--- src/verilog/fault_check_pkg.sv ---
/*
 Constants, register map and types of the fault check enable bank.
 Assumes a 32-bit AXI4-Lite bus with byte addresses equal to four times
 the register index.
*/
`default_nettype none
package fault_check_pkg;
	// ------------------------------------------------------------
	// Sizes
	// ------------------------------------------------------------
	localparam int ADDR_W = 8;
	localparam int IDX_W = 6;
	localparam int CELL_N = 14;
	localparam int AUX_N = 6;
	localparam int CH_W = 4;
	localparam int VAL_W = 16;
	localparam int BLOCK_BIT = 14;
	// ------------------------------------------------------------
	// Register indices (byte address is four times the index)
	// ------------------------------------------------------------
	localparam logic [IDX_W-1:0] IDX_OV_EN = 6'h1a;
	localparam logic [IDX_W-1:0] IDX_UV_EN = 6'h1b;
	localparam logic [IDX_W-1:0] IDX_AUX_EN = 6'h1c;
	localparam logic [IDX_W-1:0] IDX_AUX_CFG = 6'h20;
	localparam logic [IDX_W-1:0] IDX_IRQ_STAT = 6'h21;
	localparam logic [IDX_W-1:0] IDX_IRQ_MASK = 6'h22;
	localparam logic [IDX_W-1:0] IDX_OV_ADC = 6'h23;
	localparam logic [IDX_W-1:0] IDX_OV_CMP = 6'h24;
	localparam logic [IDX_W-1:0] IDX_UV_ADC = 6'h25;
	localparam logic [IDX_W-1:0] IDX_UV_CMP = 6'h26;
	localparam logic [IDX_W-1:0] IDX_AUX_ALR = 6'h27;
	// ------------------------------------------------------------
	// Field masks, reset values, fields
	// ------------------------------------------------------------
	localparam logic [15:0] CELL_EN_MASK = 16'h7fff;
	localparam logic [15:0] AUX_EN_MASK = 16'h003f;
	localparam logic [15:0] AUX_CFG_MASK = 16'h3f3f;
	localparam logic [15:0] IRQ_MASK = 16'h001f;
	localparam logic [15:0] REG_RESET = 16'h0000;
	localparam int PIN_MODE_LSB = 8;
	localparam int IRQ_BOV = 0;
	localparam int IRQ_BUV = 1;
	localparam int IRQ_COV = 2;
	localparam int IRQ_CUV = 3;
	localparam int IRQ_AOV = 4;
	localparam logic [1:0] RESP_OKAY = 2'h0;
	localparam logic [1:0] RESP_SLVERR = 2'h2;
	// Kind of a scan measurement presented on the measurement port
	typedef enum logic [1:0] {MEAS_CELL, MEAS_BLOCK, MEAS_AUX, MEAS_NONE}
		meas_kind_t;
endpackage
`default_nettype wire

--- src/verilog/reg_access_if.sv ---
/*
 Register access path between the bus slave and the register bank.
 Assumes one clock; the slave holds index and data while wr_en is high.
*/
`timescale 1ns/1ps
`default_nettype none
interface reg_access_if;
	import fault_check_pkg::*;
	logic             wr_en;
	logic [IDX_W-1:0] wr_idx;
	logic [31:0]      wr_data;
	logic [3:0]       wr_strb;
	logic             wr_hit;
	logic [IDX_W-1:0] rd_idx;
	logic [31:0]      rd_data;
	logic             rd_hit;
	modport bus (output wr_en, wr_idx, wr_data, wr_strb, rd_idx,
		input wr_hit, rd_data, rd_hit);
	modport regs (input wr_en, wr_idx, wr_data, wr_strb, rd_idx,
		output wr_hit, rd_data, rd_hit);
endinterface
`default_nettype wire
--- src/verilog/axil_slave.sv ---
/*
 AXI4-Lite slave front end: one write and one read at a time.
 Assumes a master that keeps AXI valid/payload rules.
*/
`timescale 1ns/1ps
`default_nettype none
module axil_slave
	import fault_check_pkg::*;
(
	// Clock and reset
	input  wire logic              aclk,
	input  wire logic              aresetn,
	// Write channels
	input  wire logic [ADDR_W-1:0] awaddr,
	input  wire logic              awvalid,
	output var  logic              awready,
	input  wire logic [31:0]       wdata,
	input  wire logic [3:0]        wstrb,
	input  wire logic              wvalid,
	output var  logic              wready,
	output var  logic [1:0]        bresp,
	output var  logic              bvalid,
	input  wire logic              bready,
	// Read channels
	input  wire logic [ADDR_W-1:0] araddr,
	input  wire logic              arvalid,
	output var  logic              arready,
	output var  logic [31:0]       rdata,
	output var  logic [1:0]        rresp,
	output var  logic              rvalid,
	input  wire logic              rready,
	// Register bank side
	reg_access_if.bus              ra
);
	logic [ADDR_W-1:0] aw_reg;
	logic              aw_held;
	logic              w_held;
	logic [31:0]       wd_reg;
	logic [3:0]        ws_reg;
	wire aw_take = awvalid && awready;
	wire w_take = wvalid && wready;
	wire do_wr = aw_held && w_held && !bvalid;
	wire ar_take = arvalid && arready;

	// Decode wires towards the bank; misaligned writes miss, reads ignore the low address bits
	assign ra.wr_en = do_wr;
	assign ra.wr_idx = aw_reg[ADDR_W-1:2];
	assign ra.wr_data = wd_reg;
	assign ra.wr_strb = (aw_reg[1:0] == 2'h0) ? ws_reg : 4'h0;
	assign ra.rd_idx = araddr[ADDR_W-1:2];

	// Write address and data are taken independently, in either order
	always_ff @(posedge aclk) begin
		if (!aresetn) begin
			awready <= 1'b0;
			wready <= 1'b0;
			aw_held <= 1'b0;
			w_held <= 1'b0;
			aw_reg <= '0;
			wd_reg <= '0;
			ws_reg <= 4'h0;
			bvalid <= 1'b0;
			bresp <= RESP_OKAY;
		end else begin
			awready <= awvalid && !awready && !aw_held;
			wready <= wvalid && !wready && !w_held;
			if (aw_take) begin
				aw_held <= 1'b1;
				aw_reg <= awaddr;
			end
			if (w_take) begin
				w_held <= 1'b1;
				wd_reg <= wdata;
				ws_reg <= wstrb;
			end
			if (do_wr) begin
				aw_held <= 1'b0;
				w_held <= 1'b0;
				bvalid <= 1'b1;
				bresp <= (ra.wr_hit && aw_reg[1:0] == 2'h0) ?
					RESP_OKAY : RESP_SLVERR;
			end else if (bvalid && bready) begin
				bvalid <= 1'b0;
			end
		end
	end

	// Read data is captured on the accepting edge; unmapped reads zero
	always_ff @(posedge aclk) begin
		if (!aresetn) begin
			arready <= 1'b0;
			rvalid <= 1'b0;
			rdata <= '0;
			rresp <= RESP_OKAY;
		end else begin
			arready <= arvalid && !arready && !rvalid;
			if (ar_take) begin
				rvalid <= 1'b1;
				rdata <= ra.rd_hit ? ra.rd_data : 32'h0;
				rresp <= ra.rd_hit ? RESP_OKAY : RESP_SLVERR;
			end else if (rvalid && rready) begin
				rvalid <= 1'b0;
			end
		end
	end
endmodule // axil_slave
`default_nettype wire

--- src/verilog/fault_check_top.sv ---
/*
 Fault check enable bank with scan-time over/undervoltage checking,
 pending alerts and a maskable interrupt.
 Assumes scan measurements arrive one per strobe and thresholds are held
 steady by the threshold registers outside this block.
*/
// The AXI4-Lite interface to the registers is this design's own decision.
`timescale 1ns/1ps
`default_nettype none
module fault_check_top
	import fault_check_pkg::*;
(
	// Clock and reset
	input  wire logic              aclk,
	input  wire logic              aresetn,
	// AXI4-Lite write
	input  wire logic [ADDR_W-1:0] awaddr,
	input  wire logic              awvalid,
	output var  logic              awready,
	input  wire logic [31:0]       wdata,
	input  wire logic [3:0]        wstrb,
	input  wire logic              wvalid,
	output var  logic              wready,
	output var  logic [1:0]        bresp,
	output var  logic              bvalid,
	input  wire logic              bready,
	// AXI4-Lite read
	input  wire logic [ADDR_W-1:0] araddr,
	input  wire logic              arvalid,
	output var  logic              arready,
	output var  logic [31:0]       rdata,
	output var  logic [1:0]        rresp,
	output var  logic              rvalid,
	input  wire logic              rready,
	// Scan measurement port
	input  wire logic              meas_valid,
	input  wire meas_kind_t        meas_kind,
	input  wire logic [CH_W-1:0]   meas_channel,
	input  wire logic [VAL_W-1:0]  meas_adc,
	input  wire logic [VAL_W-1:0]  meas_comp,
	// Thresholds
	input  wire logic [VAL_W-1:0]  block_over_threshold,
	input  wire logic [VAL_W-1:0]  block_under_threshold,
	input  wire logic [VAL_W-1:0]  cell_over_threshold_adc,
	input  wire logic [VAL_W-1:0]  cell_over_threshold_comparator,
	input  wire logic [VAL_W-1:0]  cell_under_threshold_adc,
	input  wire logic [VAL_W-1:0]  cell_under_threshold_comparator,
	input  wire logic [VAL_W-1:0]  aux_ratio_over_threshold,
	input  wire logic [VAL_W-1:0]  aux_absolute_over_threshold,
	input  wire logic [VAL_W-1:0]  aux_ratio_over_threshold_comparator,
	input  wire logic [VAL_W-1:0]  aux_absolute_over_threshold_comparator,
	// Alerts and interrupt
	output var  logic              block_over_alert,
	output var  logic              block_under_alert,
	output var  logic [CELL_N-1:0] cell_over_alert,
	output var  logic [CELL_N-1:0] cell_under_alert,
	output var  logic [AUX_N-1:0]  aux_over_alert,
	output var  logic              irq
);
	reg_access_if ra ();

	axil_slave u_axil (
		.aclk    (aclk),
		.aresetn (aresetn),
		.awaddr  (awaddr),
		.awvalid (awvalid),
		.awready (awready),
		.wdata   (wdata),
		.wstrb   (wstrb),
		.wvalid  (wvalid),
		.wready  (wready),
		.bresp   (bresp),
		.bvalid  (bvalid),
		.bready  (bready),
		.araddr  (araddr),
		.arvalid (arvalid),
		.arready (arready),
		.rdata   (rdata),
		.rresp   (rresp),
		.rvalid  (rvalid),
		.rready  (rready),
		.ra      (ra)
	);

	// ------------------------------------------------------------
	// Registers
	// ------------------------------------------------------------
	logic [15:0]       ov_en_reg;
	logic [15:0]       uv_en_reg;
	logic [15:0]       aux_en_reg;
	logic [15:0]       aux_cfg_reg;
	logic [15:0]       irq_stat_reg;
	logic [15:0]       irq_mask_reg;
	logic [CELL_N-1:0] cov_adc_reg;
	logic [CELL_N-1:0] cov_cmp_reg;
	logic [CELL_N-1:0] cuv_adc_reg;
	logic [CELL_N-1:0] cuv_cmp_reg;
	logic              bov_reg;
	logic              buv_reg;
	logic [AUX_N-1:0]  aov_adc_reg;
	logic [AUX_N-1:0]  aov_cmp_reg;

	// ------------------------------------------------------------
	// Write decode
	// ------------------------------------------------------------
	wire [15:0] lane = {{8{ra.wr_strb[1]}}, {8{ra.wr_strb[0]}}};
	wire [15:0] wd16 = ra.wr_data[15:0];
	wire wr_ov = ra.wr_en && ra.wr_idx == IDX_OV_EN;
	wire wr_uv = ra.wr_en && ra.wr_idx == IDX_UV_EN;
	wire wr_aux = ra.wr_en && ra.wr_idx == IDX_AUX_EN;
	wire wr_cfg = ra.wr_en && ra.wr_idx == IDX_AUX_CFG;
	wire wr_stat = ra.wr_en && ra.wr_idx == IDX_IRQ_STAT;
	wire wr_mask = ra.wr_en && ra.wr_idx == IDX_IRQ_MASK;
	assign ra.wr_hit = (ra.wr_idx == IDX_OV_EN) ||
		(ra.wr_idx == IDX_UV_EN) || (ra.wr_idx == IDX_AUX_EN) ||
		(ra.wr_idx == IDX_AUX_CFG) || (ra.wr_idx == IDX_IRQ_STAT) ||
		(ra.wr_idx == IDX_IRQ_MASK);

	// Byte-lane merge; the field mask keeps unused bits at zero
	wire [15:0] ov_en_next = wr_ov ?
		((ov_en_reg & ~lane) | (wd16 & lane)) & CELL_EN_MASK :
		ov_en_reg;
	wire [15:0] uv_en_next = wr_uv ?
		((uv_en_reg & ~lane) | (wd16 & lane)) & CELL_EN_MASK :
		uv_en_reg;
	wire [15:0] aux_en_next = wr_aux ?
		((aux_en_reg & ~lane) | (wd16 & lane)) & AUX_EN_MASK :
		aux_en_reg;
	wire [15:0] aux_cfg_next = wr_cfg ?
		((aux_cfg_reg & ~lane) | (wd16 & lane)) & AUX_CFG_MASK :
		aux_cfg_reg;
	wire [15:0] irq_mask_next = wr_mask ?
		((irq_mask_reg & ~lane) | (wd16 & lane)) & IRQ_MASK :
		irq_mask_reg;

	// ------------------------------------------------------------
	// Scan checks
	// ------------------------------------------------------------
	wire cell_meas = meas_valid && meas_kind == MEAS_CELL;
	wire blk_meas = meas_valid && meas_kind == MEAS_BLOCK;
	wire aux_meas = meas_valid && meas_kind == MEAS_AUX;
	wire [AUX_N-1:0] aux_refsel = aux_cfg_reg[AUX_N-1:0];
	wire [AUX_N-1:0] aux_pin_io_mode =
		aux_cfg_reg[PIN_MODE_LSB +: AUX_N];
	logic [CELL_N-1:0] cov_adc_set;
	logic [CELL_N-1:0] cov_cmp_set;
	logic [CELL_N-1:0] cuv_adc_set;
	logic [CELL_N-1:0] cuv_cmp_set;
	logic [AUX_N-1:0]  aov_adc_set;
	logic [AUX_N-1:0]  aov_cmp_set;

	// Block path is ADC only
	wire bov_set = blk_meas && ov_en_reg[BLOCK_BIT] &&
		meas_adc > block_over_threshold;
	wire buv_set = blk_meas && uv_en_reg[BLOCK_BIT] &&
		meas_adc < block_under_threshold;

	// One check per cell channel against ADC and comparator thresholds
	for (genvar n = 0; n < CELL_N; n++) begin : g_cell
		wire hit = cell_meas && meas_channel == CH_W'(n);
		assign cov_adc_set[n] = hit && ov_en_reg[n] &&
			meas_adc > cell_over_threshold_adc;
		assign cov_cmp_set[n] = hit && ov_en_reg[n] &&
			meas_comp > cell_over_threshold_comparator;
		assign cuv_adc_set[n] = hit && uv_en_reg[n] &&
			meas_adc < cell_under_threshold_adc;
		assign cuv_cmp_set[n] = hit && uv_en_reg[n] &&
			meas_comp < cell_under_threshold_comparator;
	end

	// Pin-mode channels skip the check; the enable still reads back
	for (genvar n = 0; n < AUX_N; n++) begin : g_aux
		wire hit = aux_meas && meas_channel == CH_W'(n);
		wire live = aux_en_reg[n] && !aux_pin_io_mode[n];
		wire [VAL_W-1:0] th_adc = aux_refsel[n] ?
			aux_ratio_over_threshold :
			aux_absolute_over_threshold;
		wire [VAL_W-1:0] th_cmp = aux_refsel[n] ?
			aux_ratio_over_threshold_comparator :
			aux_absolute_over_threshold_comparator;
		assign aov_adc_set[n] = hit && live && meas_adc > th_adc;
		assign aov_cmp_set[n] = hit && live && meas_comp > th_cmp;
	end

	// ------------------------------------------------------------
	// Pending alerts: the new enable value gates them, so a write that
	// clears an enable clears its alert on the same edge
	// ------------------------------------------------------------
	wire bov_next = (bov_reg | bov_set) & ov_en_next[BLOCK_BIT];
	wire buv_next = (buv_reg | buv_set) & uv_en_next[BLOCK_BIT];
	wire [CELL_N-1:0] cov_adc_next =
		(cov_adc_reg | cov_adc_set) & ov_en_next[CELL_N-1:0];
	wire [CELL_N-1:0] cov_cmp_next =
		(cov_cmp_reg | cov_cmp_set) & ov_en_next[CELL_N-1:0];
	wire [CELL_N-1:0] cuv_adc_next =
		(cuv_adc_reg | cuv_adc_set) & uv_en_next[CELL_N-1:0];
	wire [CELL_N-1:0] cuv_cmp_next =
		(cuv_cmp_reg | cuv_cmp_set) & uv_en_next[CELL_N-1:0];
	wire [AUX_N-1:0] aov_adc_next =
		(aov_adc_reg | aov_adc_set) & aux_en_next[AUX_N-1:0];
	wire [AUX_N-1:0] aov_cmp_next =
		(aov_cmp_reg | aov_cmp_set) & aux_en_next[AUX_N-1:0];

	// Sticky interrupt status, write one to clear; a new event wins
	wire [15:0] irq_ev = 16'({|(aov_adc_set | aov_cmp_set),
		|(cuv_adc_set | cuv_cmp_set), |(cov_adc_set | cov_cmp_set),
		buv_set, bov_set});
	wire [15:0] irq_clr = wr_stat ? (wd16 & lane) : 16'h0000;
	wire [15:0] irq_stat_next =
		((irq_stat_reg & ~irq_clr) | irq_ev) & IRQ_MASK;

	always_ff @(posedge aclk) begin
		if (!aresetn) begin
			ov_en_reg <= REG_RESET;
			uv_en_reg <= REG_RESET;
			aux_en_reg <= REG_RESET;
			aux_cfg_reg <= REG_RESET;
			irq_stat_reg <= REG_RESET;
			irq_mask_reg <= REG_RESET;
		end else begin
			ov_en_reg <= ov_en_next;
			uv_en_reg <= uv_en_next;
			aux_en_reg <= aux_en_next;
			aux_cfg_reg <= aux_cfg_next;
			irq_stat_reg <= irq_stat_next;
			irq_mask_reg <= irq_mask_next;
		end
	end

	// Alert state and the registered outputs that mirror it
	always_ff @(posedge aclk) begin
		if (!aresetn) begin
			{bov_reg, buv_reg} <= 2'h0;
			{cov_adc_reg, cov_cmp_reg} <= '0;
			{cuv_adc_reg, cuv_cmp_reg} <= '0;
			{aov_adc_reg, aov_cmp_reg} <= '0;
			{block_over_alert, block_under_alert} <= 2'h0;
			{cell_over_alert, cell_under_alert} <= '0;
			aux_over_alert <= '0;
			irq <= 1'b0;
		end else begin
			{bov_reg, buv_reg} <= {bov_next, buv_next};
			{cov_adc_reg, cov_cmp_reg} <= {cov_adc_next, cov_cmp_next};
			{cuv_adc_reg, cuv_cmp_reg} <= {cuv_adc_next, cuv_cmp_next};
			{aov_adc_reg, aov_cmp_reg} <= {aov_adc_next, aov_cmp_next};
			block_over_alert <= bov_next;
			block_under_alert <= buv_next;
			cell_over_alert <= cov_adc_next | cov_cmp_next;
			cell_under_alert <= cuv_adc_next | cuv_cmp_next;
			aux_over_alert <= aov_adc_next | aov_cmp_next;
			irq <= |(irq_stat_next & irq_mask_next);
		end
	end

	// ------------------------------------------------------------
	// Read decode
	// ------------------------------------------------------------
	wire [IDX_W-1:0] ri = ra.rd_idx;
	wire [15:0] rd16 =
		(ri == IDX_OV_EN)    ? ov_en_reg :
		(ri == IDX_UV_EN)    ? uv_en_reg :
		(ri == IDX_AUX_EN)   ? aux_en_reg :
		(ri == IDX_AUX_CFG)  ? aux_cfg_reg :
		(ri == IDX_IRQ_STAT) ? irq_stat_reg :
		(ri == IDX_IRQ_MASK) ? irq_mask_reg :
		(ri == IDX_OV_ADC)   ? {1'b0, bov_reg, cov_adc_reg} :
		(ri == IDX_OV_CMP)   ? {2'h0, cov_cmp_reg} :
		(ri == IDX_UV_ADC)   ? {1'b0, buv_reg, cuv_adc_reg} :
		(ri == IDX_UV_CMP)   ? {2'h0, cuv_cmp_reg} :
		(ri == IDX_AUX_ALR)  ? {2'h0, aov_cmp_reg, 2'h0, aov_adc_reg} :
		16'h0000;
	assign ra.rd_data = {16'h0000, rd16};
	// Readable map: the three enables plus the block's own registers
	assign ra.rd_hit = (ri == IDX_OV_EN) || (ri == IDX_UV_EN) ||
		(ri == IDX_AUX_EN) ||
		((ri >= IDX_AUX_CFG) && (ri <= IDX_AUX_ALR));

	// ------------------------------------------------------------
	// Checks: no alert outlives its enable, irq follows status
	// ------------------------------------------------------------
	block_over_gate_a: assert property (
		@(posedge aclk) disable iff (!aresetn)
		block_over_alert |-> ov_en_reg[BLOCK_BIT])
		else $error("Block over alert without its enable");

	block_under_gate_a: assert property (
		@(posedge aclk) disable iff (!aresetn)
		block_under_alert |-> uv_en_reg[BLOCK_BIT])
		else $error("Block under alert without its enable");

	block_over_set_a: assert property (
		@(posedge aclk) disable iff (!aresetn)
		blk_meas && ov_en_reg[BLOCK_BIT] && !wr_ov &&
		(meas_adc > block_over_threshold) |=> block_over_alert)
		else $error("Block over measurement raised no alert");

	cell_over_gate_a: assert property (
		@(posedge aclk) disable iff (!aresetn)
		(cell_over_alert & ~ov_en_reg[CELL_N-1:0]) == '0)
		else $error("Cell over alert without its enable");

	cell_under_gate_a: assert property (
		@(posedge aclk) disable iff (!aresetn)
		(cell_under_alert & ~uv_en_reg[CELL_N-1:0]) == '0)
		else $error("Cell under alert without its enable");

	aux_over_gate_a: assert property (
		@(posedge aclk) disable iff (!aresetn)
		(aux_over_alert & ~aux_en_reg[AUX_N-1:0]) == '0)
		else $error("Aux over alert without its enable");

	unused_bits_a: assert property (
		@(posedge aclk) disable iff (!aresetn)
		!ov_en_reg[15] && !uv_en_reg[15] && (aux_en_reg[15:AUX_N] == '0))
		else $error("Unused enable bit is set");

	irq_level_a: assert property (
		@(posedge aclk) disable iff (!aresetn)
		irq == |(irq_stat_reg & irq_mask_reg))
		else $error("Interrupt line disagrees with status and mask");
endmodule // fault_check_top
`default_nettype wire

--- config.mk ---
export PLATFORM = sky130hd
export DESIGN_NAME = fault_check_top
export DESIGN_NICKNAME = d
export VERILOG_FILES = /design/src/verilog/fault_check_pkg.sv /design/src/verilog/reg_access_if.sv /design/src/verilog/axil_slave.sv /design/src/verilog/fault_check_top.sv
export SDC_FILE = /design/constraint.sdc
export NUM_CORES = 1
export LEC_CHECK = 0
export ABC_AREA = 1
export BUFFER_PORTS_ARGS = -buffer_cell sky130_fd_sc_hd__buf_2
export CAP_MARGIN = 20
export CORE_MARGIN = 1.5
export CORE_UTILIZATION = 25
export DETAILED_ROUTE_END_ITERATION = 10
export PLACE_DENSITY_LB_ADDON = 0.25
export SYNTH_ARGS = -nofsm -noshare
export SYNTH_HDL_FRONTEND = slang
export SYNTH_SLANG_ARGS = --single-unit
--- constraint.sdc ---
create_clock -name aclk -period 3.2 [get_ports aclk]
set_clock_uncertainty 0.05 [all_clocks]
set_input_delay 0.16 -clock aclk [delete_from_list [all_inputs] [get_ports aclk]]
set_output_delay 0.16 -clock aclk [all_outputs]
set_load 0.005 [all_outputs]
-- After elaboration in Yosys (flattened, before gate mapping)
Cells that the tools add are included.
- $add $sub $neg: 0
- multipliers: 0
- div/mod/pow operators: 0
- magnitude comparators: 20
- equality and inequality tests: 32
- shifts and indexed selects: 0
- multiplexer cells: 36
- bitwise gates (word level): 39
- reduce and logical (&&, ||, !) cells: 187
- operators with widths (kind ; number):
    2-to-1 mux 16 bit ; 20
    greater-than comparator 16 bit ; 15
    logical AND 1 bit ; 156
    OR 14 bit ; 9
    2-to-1 mux 15 bit ; 5
    AND 14 bit ; 5
    == test 6 bit, second input constant ; 11
    < comparator 16 bit ; 3
    AND 15 bit ; 3
    == test 6 x 5 -> 1 bit, second input constant ; 6
    OR 15 bit ; 2
    OR 6 bit ; 5
    2-to-1 mux 14 bit ; 2
    OR reduction 14 bit ; 2
    == test 4 bit, second input constant ; 6
    AND 6 bit ; 3
    AND 5 x 16 -> 16 bit ; 1
    == test 4 x 3 -> 1 bit, second input constant ; 4
    OR reduction 16 bit ; 1
    inverter 15 bit ; 1
    zero test 1 bit ; 13
    AND 5 bit ; 2
    OR 5 bit ; 2
    == test 4 x 2 -> 1 bit, second input constant ; 2
    other kinds (19) ; 35
- bits in registers: 242
- bits in latches: 0
- bits in writable memories: 0
- ROM bits: 0
- output and inout port bits: 78
- word-level logic and storage cells: 345
- memories kept: 0

-- Logic depth before layout (Yosys ltp)
- word-level depth: 13
- gate-level depth with buffers: 24
- mapped depth without buffers: 22

-- By module
Synthesis repeated with hierarchy kept, for this count alone.
- cell total of the unflattened synthesis: 3014
- area total of the unflattened synthesis: 19552.5 sq um
- by module, submodules not included (module ; times used ; cells an instance ; area an instance (sq um)):
    fault_check_top ; 1 ; 2612 ; 16266.9
    axil_slave ; 1 ; 402 ; 3285.7

-- Worst setup path after synthesis
OpenSTA, ideal clock, no wires.
- path type: register -> register
- start: reg (tool-made name)
- end: reg irq
- setup time: 0.113 ns
- data arrival time: 2.284 ns
- required time: 3.037 ns
- slack: 0.753 ns
- cell stages (with the launch flop): 20
- period minus slack after synthesis: 2.447 ns
- path through: dfxtp_1 clkbuf_1 clkbuf_1 o21ai_0 ha_1 nand2_1 nor3b_1 nand3_1 nor2_1 nor2_1 nand2_1 nand2_1 nor2_1 nand4_1 nand2_1 nand2_1 nor2_2 nand2_1 nand2_1 nand2_1
- RTL lines (item ; RTL line ; source):
    end signal, assigned ; fault_check_top.sv:251 ; irq <= |(irq_stat_next & irq_mask_next);
    end, declared ; fault_check_top.sv:58 ; output var logic irq

==> results.tsv <==
metric	value	unit
Critical Path End Type	flip-flop	
Clock Root Buffer	clkbuf_16	
worst setup margin	0.418	ns
Final nets	3766	
Setup Fix Bufs, Post-CTS	0	
met2 WL	33200	um
Final min period	2.78	ns
Buffers on Ports	295	
DR iter-0 viols	1256	
commonest non-fill, non-tap cell in the layout	nand2_1	
row count	99	
Crit Path Category	reg -> reg	
Ys Warns	0	
starting density of the core	0.253	
Die ar.	75500	um^2
Startpoint Class	flip-flop	
max cap viols	0	
post-CTS sizing	0	
CTS tree	built	
Final Setup Violations	0	
post-route cell area	22500	um^2
Critical Path AT	3.15	ns
number of synthesized flops with an enable pin	0	
Hold Violations, Final	0	
core area	73100	um^2
grt total ovfl	0	
Peak Freq	359	MHz
CTS clock-pin slew for the worst setup and hold paths	0.06	ns
CTS sink cnt	212	
Synth Area per Inst	6.38	um^2
clock buffer depth	3	
failing checks	DRC	
Unique masters post-synth	47	
# DRC	13	
global placer's final weighted congestion	0.908	
register bit count reported by yosys	212	
DP Worst Slack	0.419	ns
total power per unit cell area	334	nW/um^2
Pleak	10.8	nW
non-filler instance count after layout	4203	
Seq/Total Area, Yosys	0.230	
Final Power	7.53	mW
io pins	336	
via count	19200	
largest net degree at the start of global routing	67	
commonest cells after routing, fill and taps aside	nand2_1, inv_1, buf_2, ha_1, o21ai_0	
Area Overhead vs Synth	22.0	%
dpl cells	4124	
share of layout cells above drive strength 1	0.147	
Slew HR	0.437	
setup slack, reg-to-reg	0.42	ns
H-Tree Depth	1	
top routing layer in use	met5	
Metal-1 WL	33200	um
DR vias/cell	4.57	
VDD IR max	0.000322	V
max-slew violations	0	
metal3 WL	3800	um
Die Y	275	um
total CTS buffers	26	
async set-reset flop share out of synthesis	0	
first drt pass iteration count	8	
detailed-placement wirelength estimate	57400	um
initial antenna violation count	8	
GR Util All Layers	0.186	
Hold Worst Slack	0.0950	ns
Final TNS setup	0	ns
Netlist Area Pre-Place	18500	um^2
Req. time, crit path	3.57	ns
Worst-Margin Slew	0.839	ns
CP max FO	35	
first-pass GRT wire length	108000	um
Final Cycle Share	0.869	
status	finished with violations	
die width	275	um
post-synthesis cell count	2896	
top_reg_cell synth	dfxtp_1	
Final ANT Viol Nets	0	
dpl cell area	21200	um^2
vias in the first global route	18000	
Avg WL per Cell	17.0	um
Worst-Skew Late Latency	0.53	ns
Post-Route WL	71500	um
RSZ-0062 raised after global routing	no	
post-layout util	0.308	
Hold WC Path Type	in -> reg	
==> cell usage after synthesis (11+ instances only) <==
cell | count | share of area
o22ai_1 | 53 | 0.018
ha_1 | 285 | 0.19
nor2_2 | 13 | 0.0044
o21a_1 | 11 | 0.0045
o21ai_1 | 23 | 0.0062
buf_4 | 19 | 0.0077
nand3_1 | 71 | 0.019
o211ai_1 | 13 | 0.0053
nor3_1 | 23 | 0.0062
nor2_1 | 249 | 0.051
o21ai_0 | 275 | 0.075
dfxtp_1 | 212 | 0.23
nand4_1 | 27 | 0.0091
inv_1 | 474 | 0.096
nand2_1 | 713 | 0.14
inv_2 | 21 | 0.0043
nand3_2 | 12 | 0.0065
clkbuf_1 | 59 | 0.012
a21oi_1 | 254 | 0.069
==> cell families (layout without fill, tap and decap cells) <==
group	after synthesis	in the layout	synth area share
compound gates	669	669	0.195
simple gates	1139	1139	0.256
fa+ha+maj	285	285	0.193
other cells	1	21	0.000203
buf+inv	590	918	0.126
flops	212	212	0.230
==> report_power, final <==
group | total, mW | switching, mW | internal [mW] | leakage (nW)
registers | 2.67 | 0.0142 | 2.66 | 1.71
logic | 1.48 | 0.917 | 0.562 | 8.63
clock network | 3.37 | 1.24 | 2.14 | 0.486
total | 7.53 | 2.17 | 5.36 | 10.8
==> layer usage <==
layer,vias to the layer above,GRT usage
met5,-,0
met4,8,0.0349
met3,80,0.0200
met2,485,0.321
met1,8582,0.251
li1,10000,-
==> layout make-up <==
class | count | area, um^2
clock inverters | 15 | 239
diodes | 2 | 5.00
multi-input cells | 2112 | 12000
flip-flops and latches | 212 | 4250
clock buffers | 32 | 744
well taps | 959 | 1200
repair buffers | 376 | 2260
inverters | 495 | 1860
fillers | 8178 | 50600
==> final timing paths <==
path | startpoint | end | cells after the start
worst max-delay path | flip-flop | irq$_SDFF_PN0_ | 15
worst min-delay path | aresetn | u_axil.rresp[1]$_SDFFE_PN0P_ | 3
worst max register to register | flip-flop | irq$_SDFF_PN0_ | 15
worst min register to register | u_axil.arready$_SDFF_PN0_ | u_axil.arready$_SDFF_PN0_ | 1
==> critical path, cell delays in order (launching register included) <==
cell	delay, ns
dfxtp_2	0.38
buf_12	0.19
o21ai_0	0.12
ha_1	0.32
a21oi_1	0.14
o21ai_0	0.12
a21oi_1	0.36
a21oi_1	0.25
nor2_1	0.16
nand4_1	0.17
nand2_1	0.10
nand2_1	0.07
nor2_2	0.07
nand2_1	0.05
nand2_1	0.05
nand2_1	0.04
==> what timing repair did <==
action                     in CTS  in global routing
hold buffers                   30                  0
setup endpoints to repair       0                  0
hold endpoints to repair       30                  0
No activity file was read; power rests on OpenSTA's default activity.
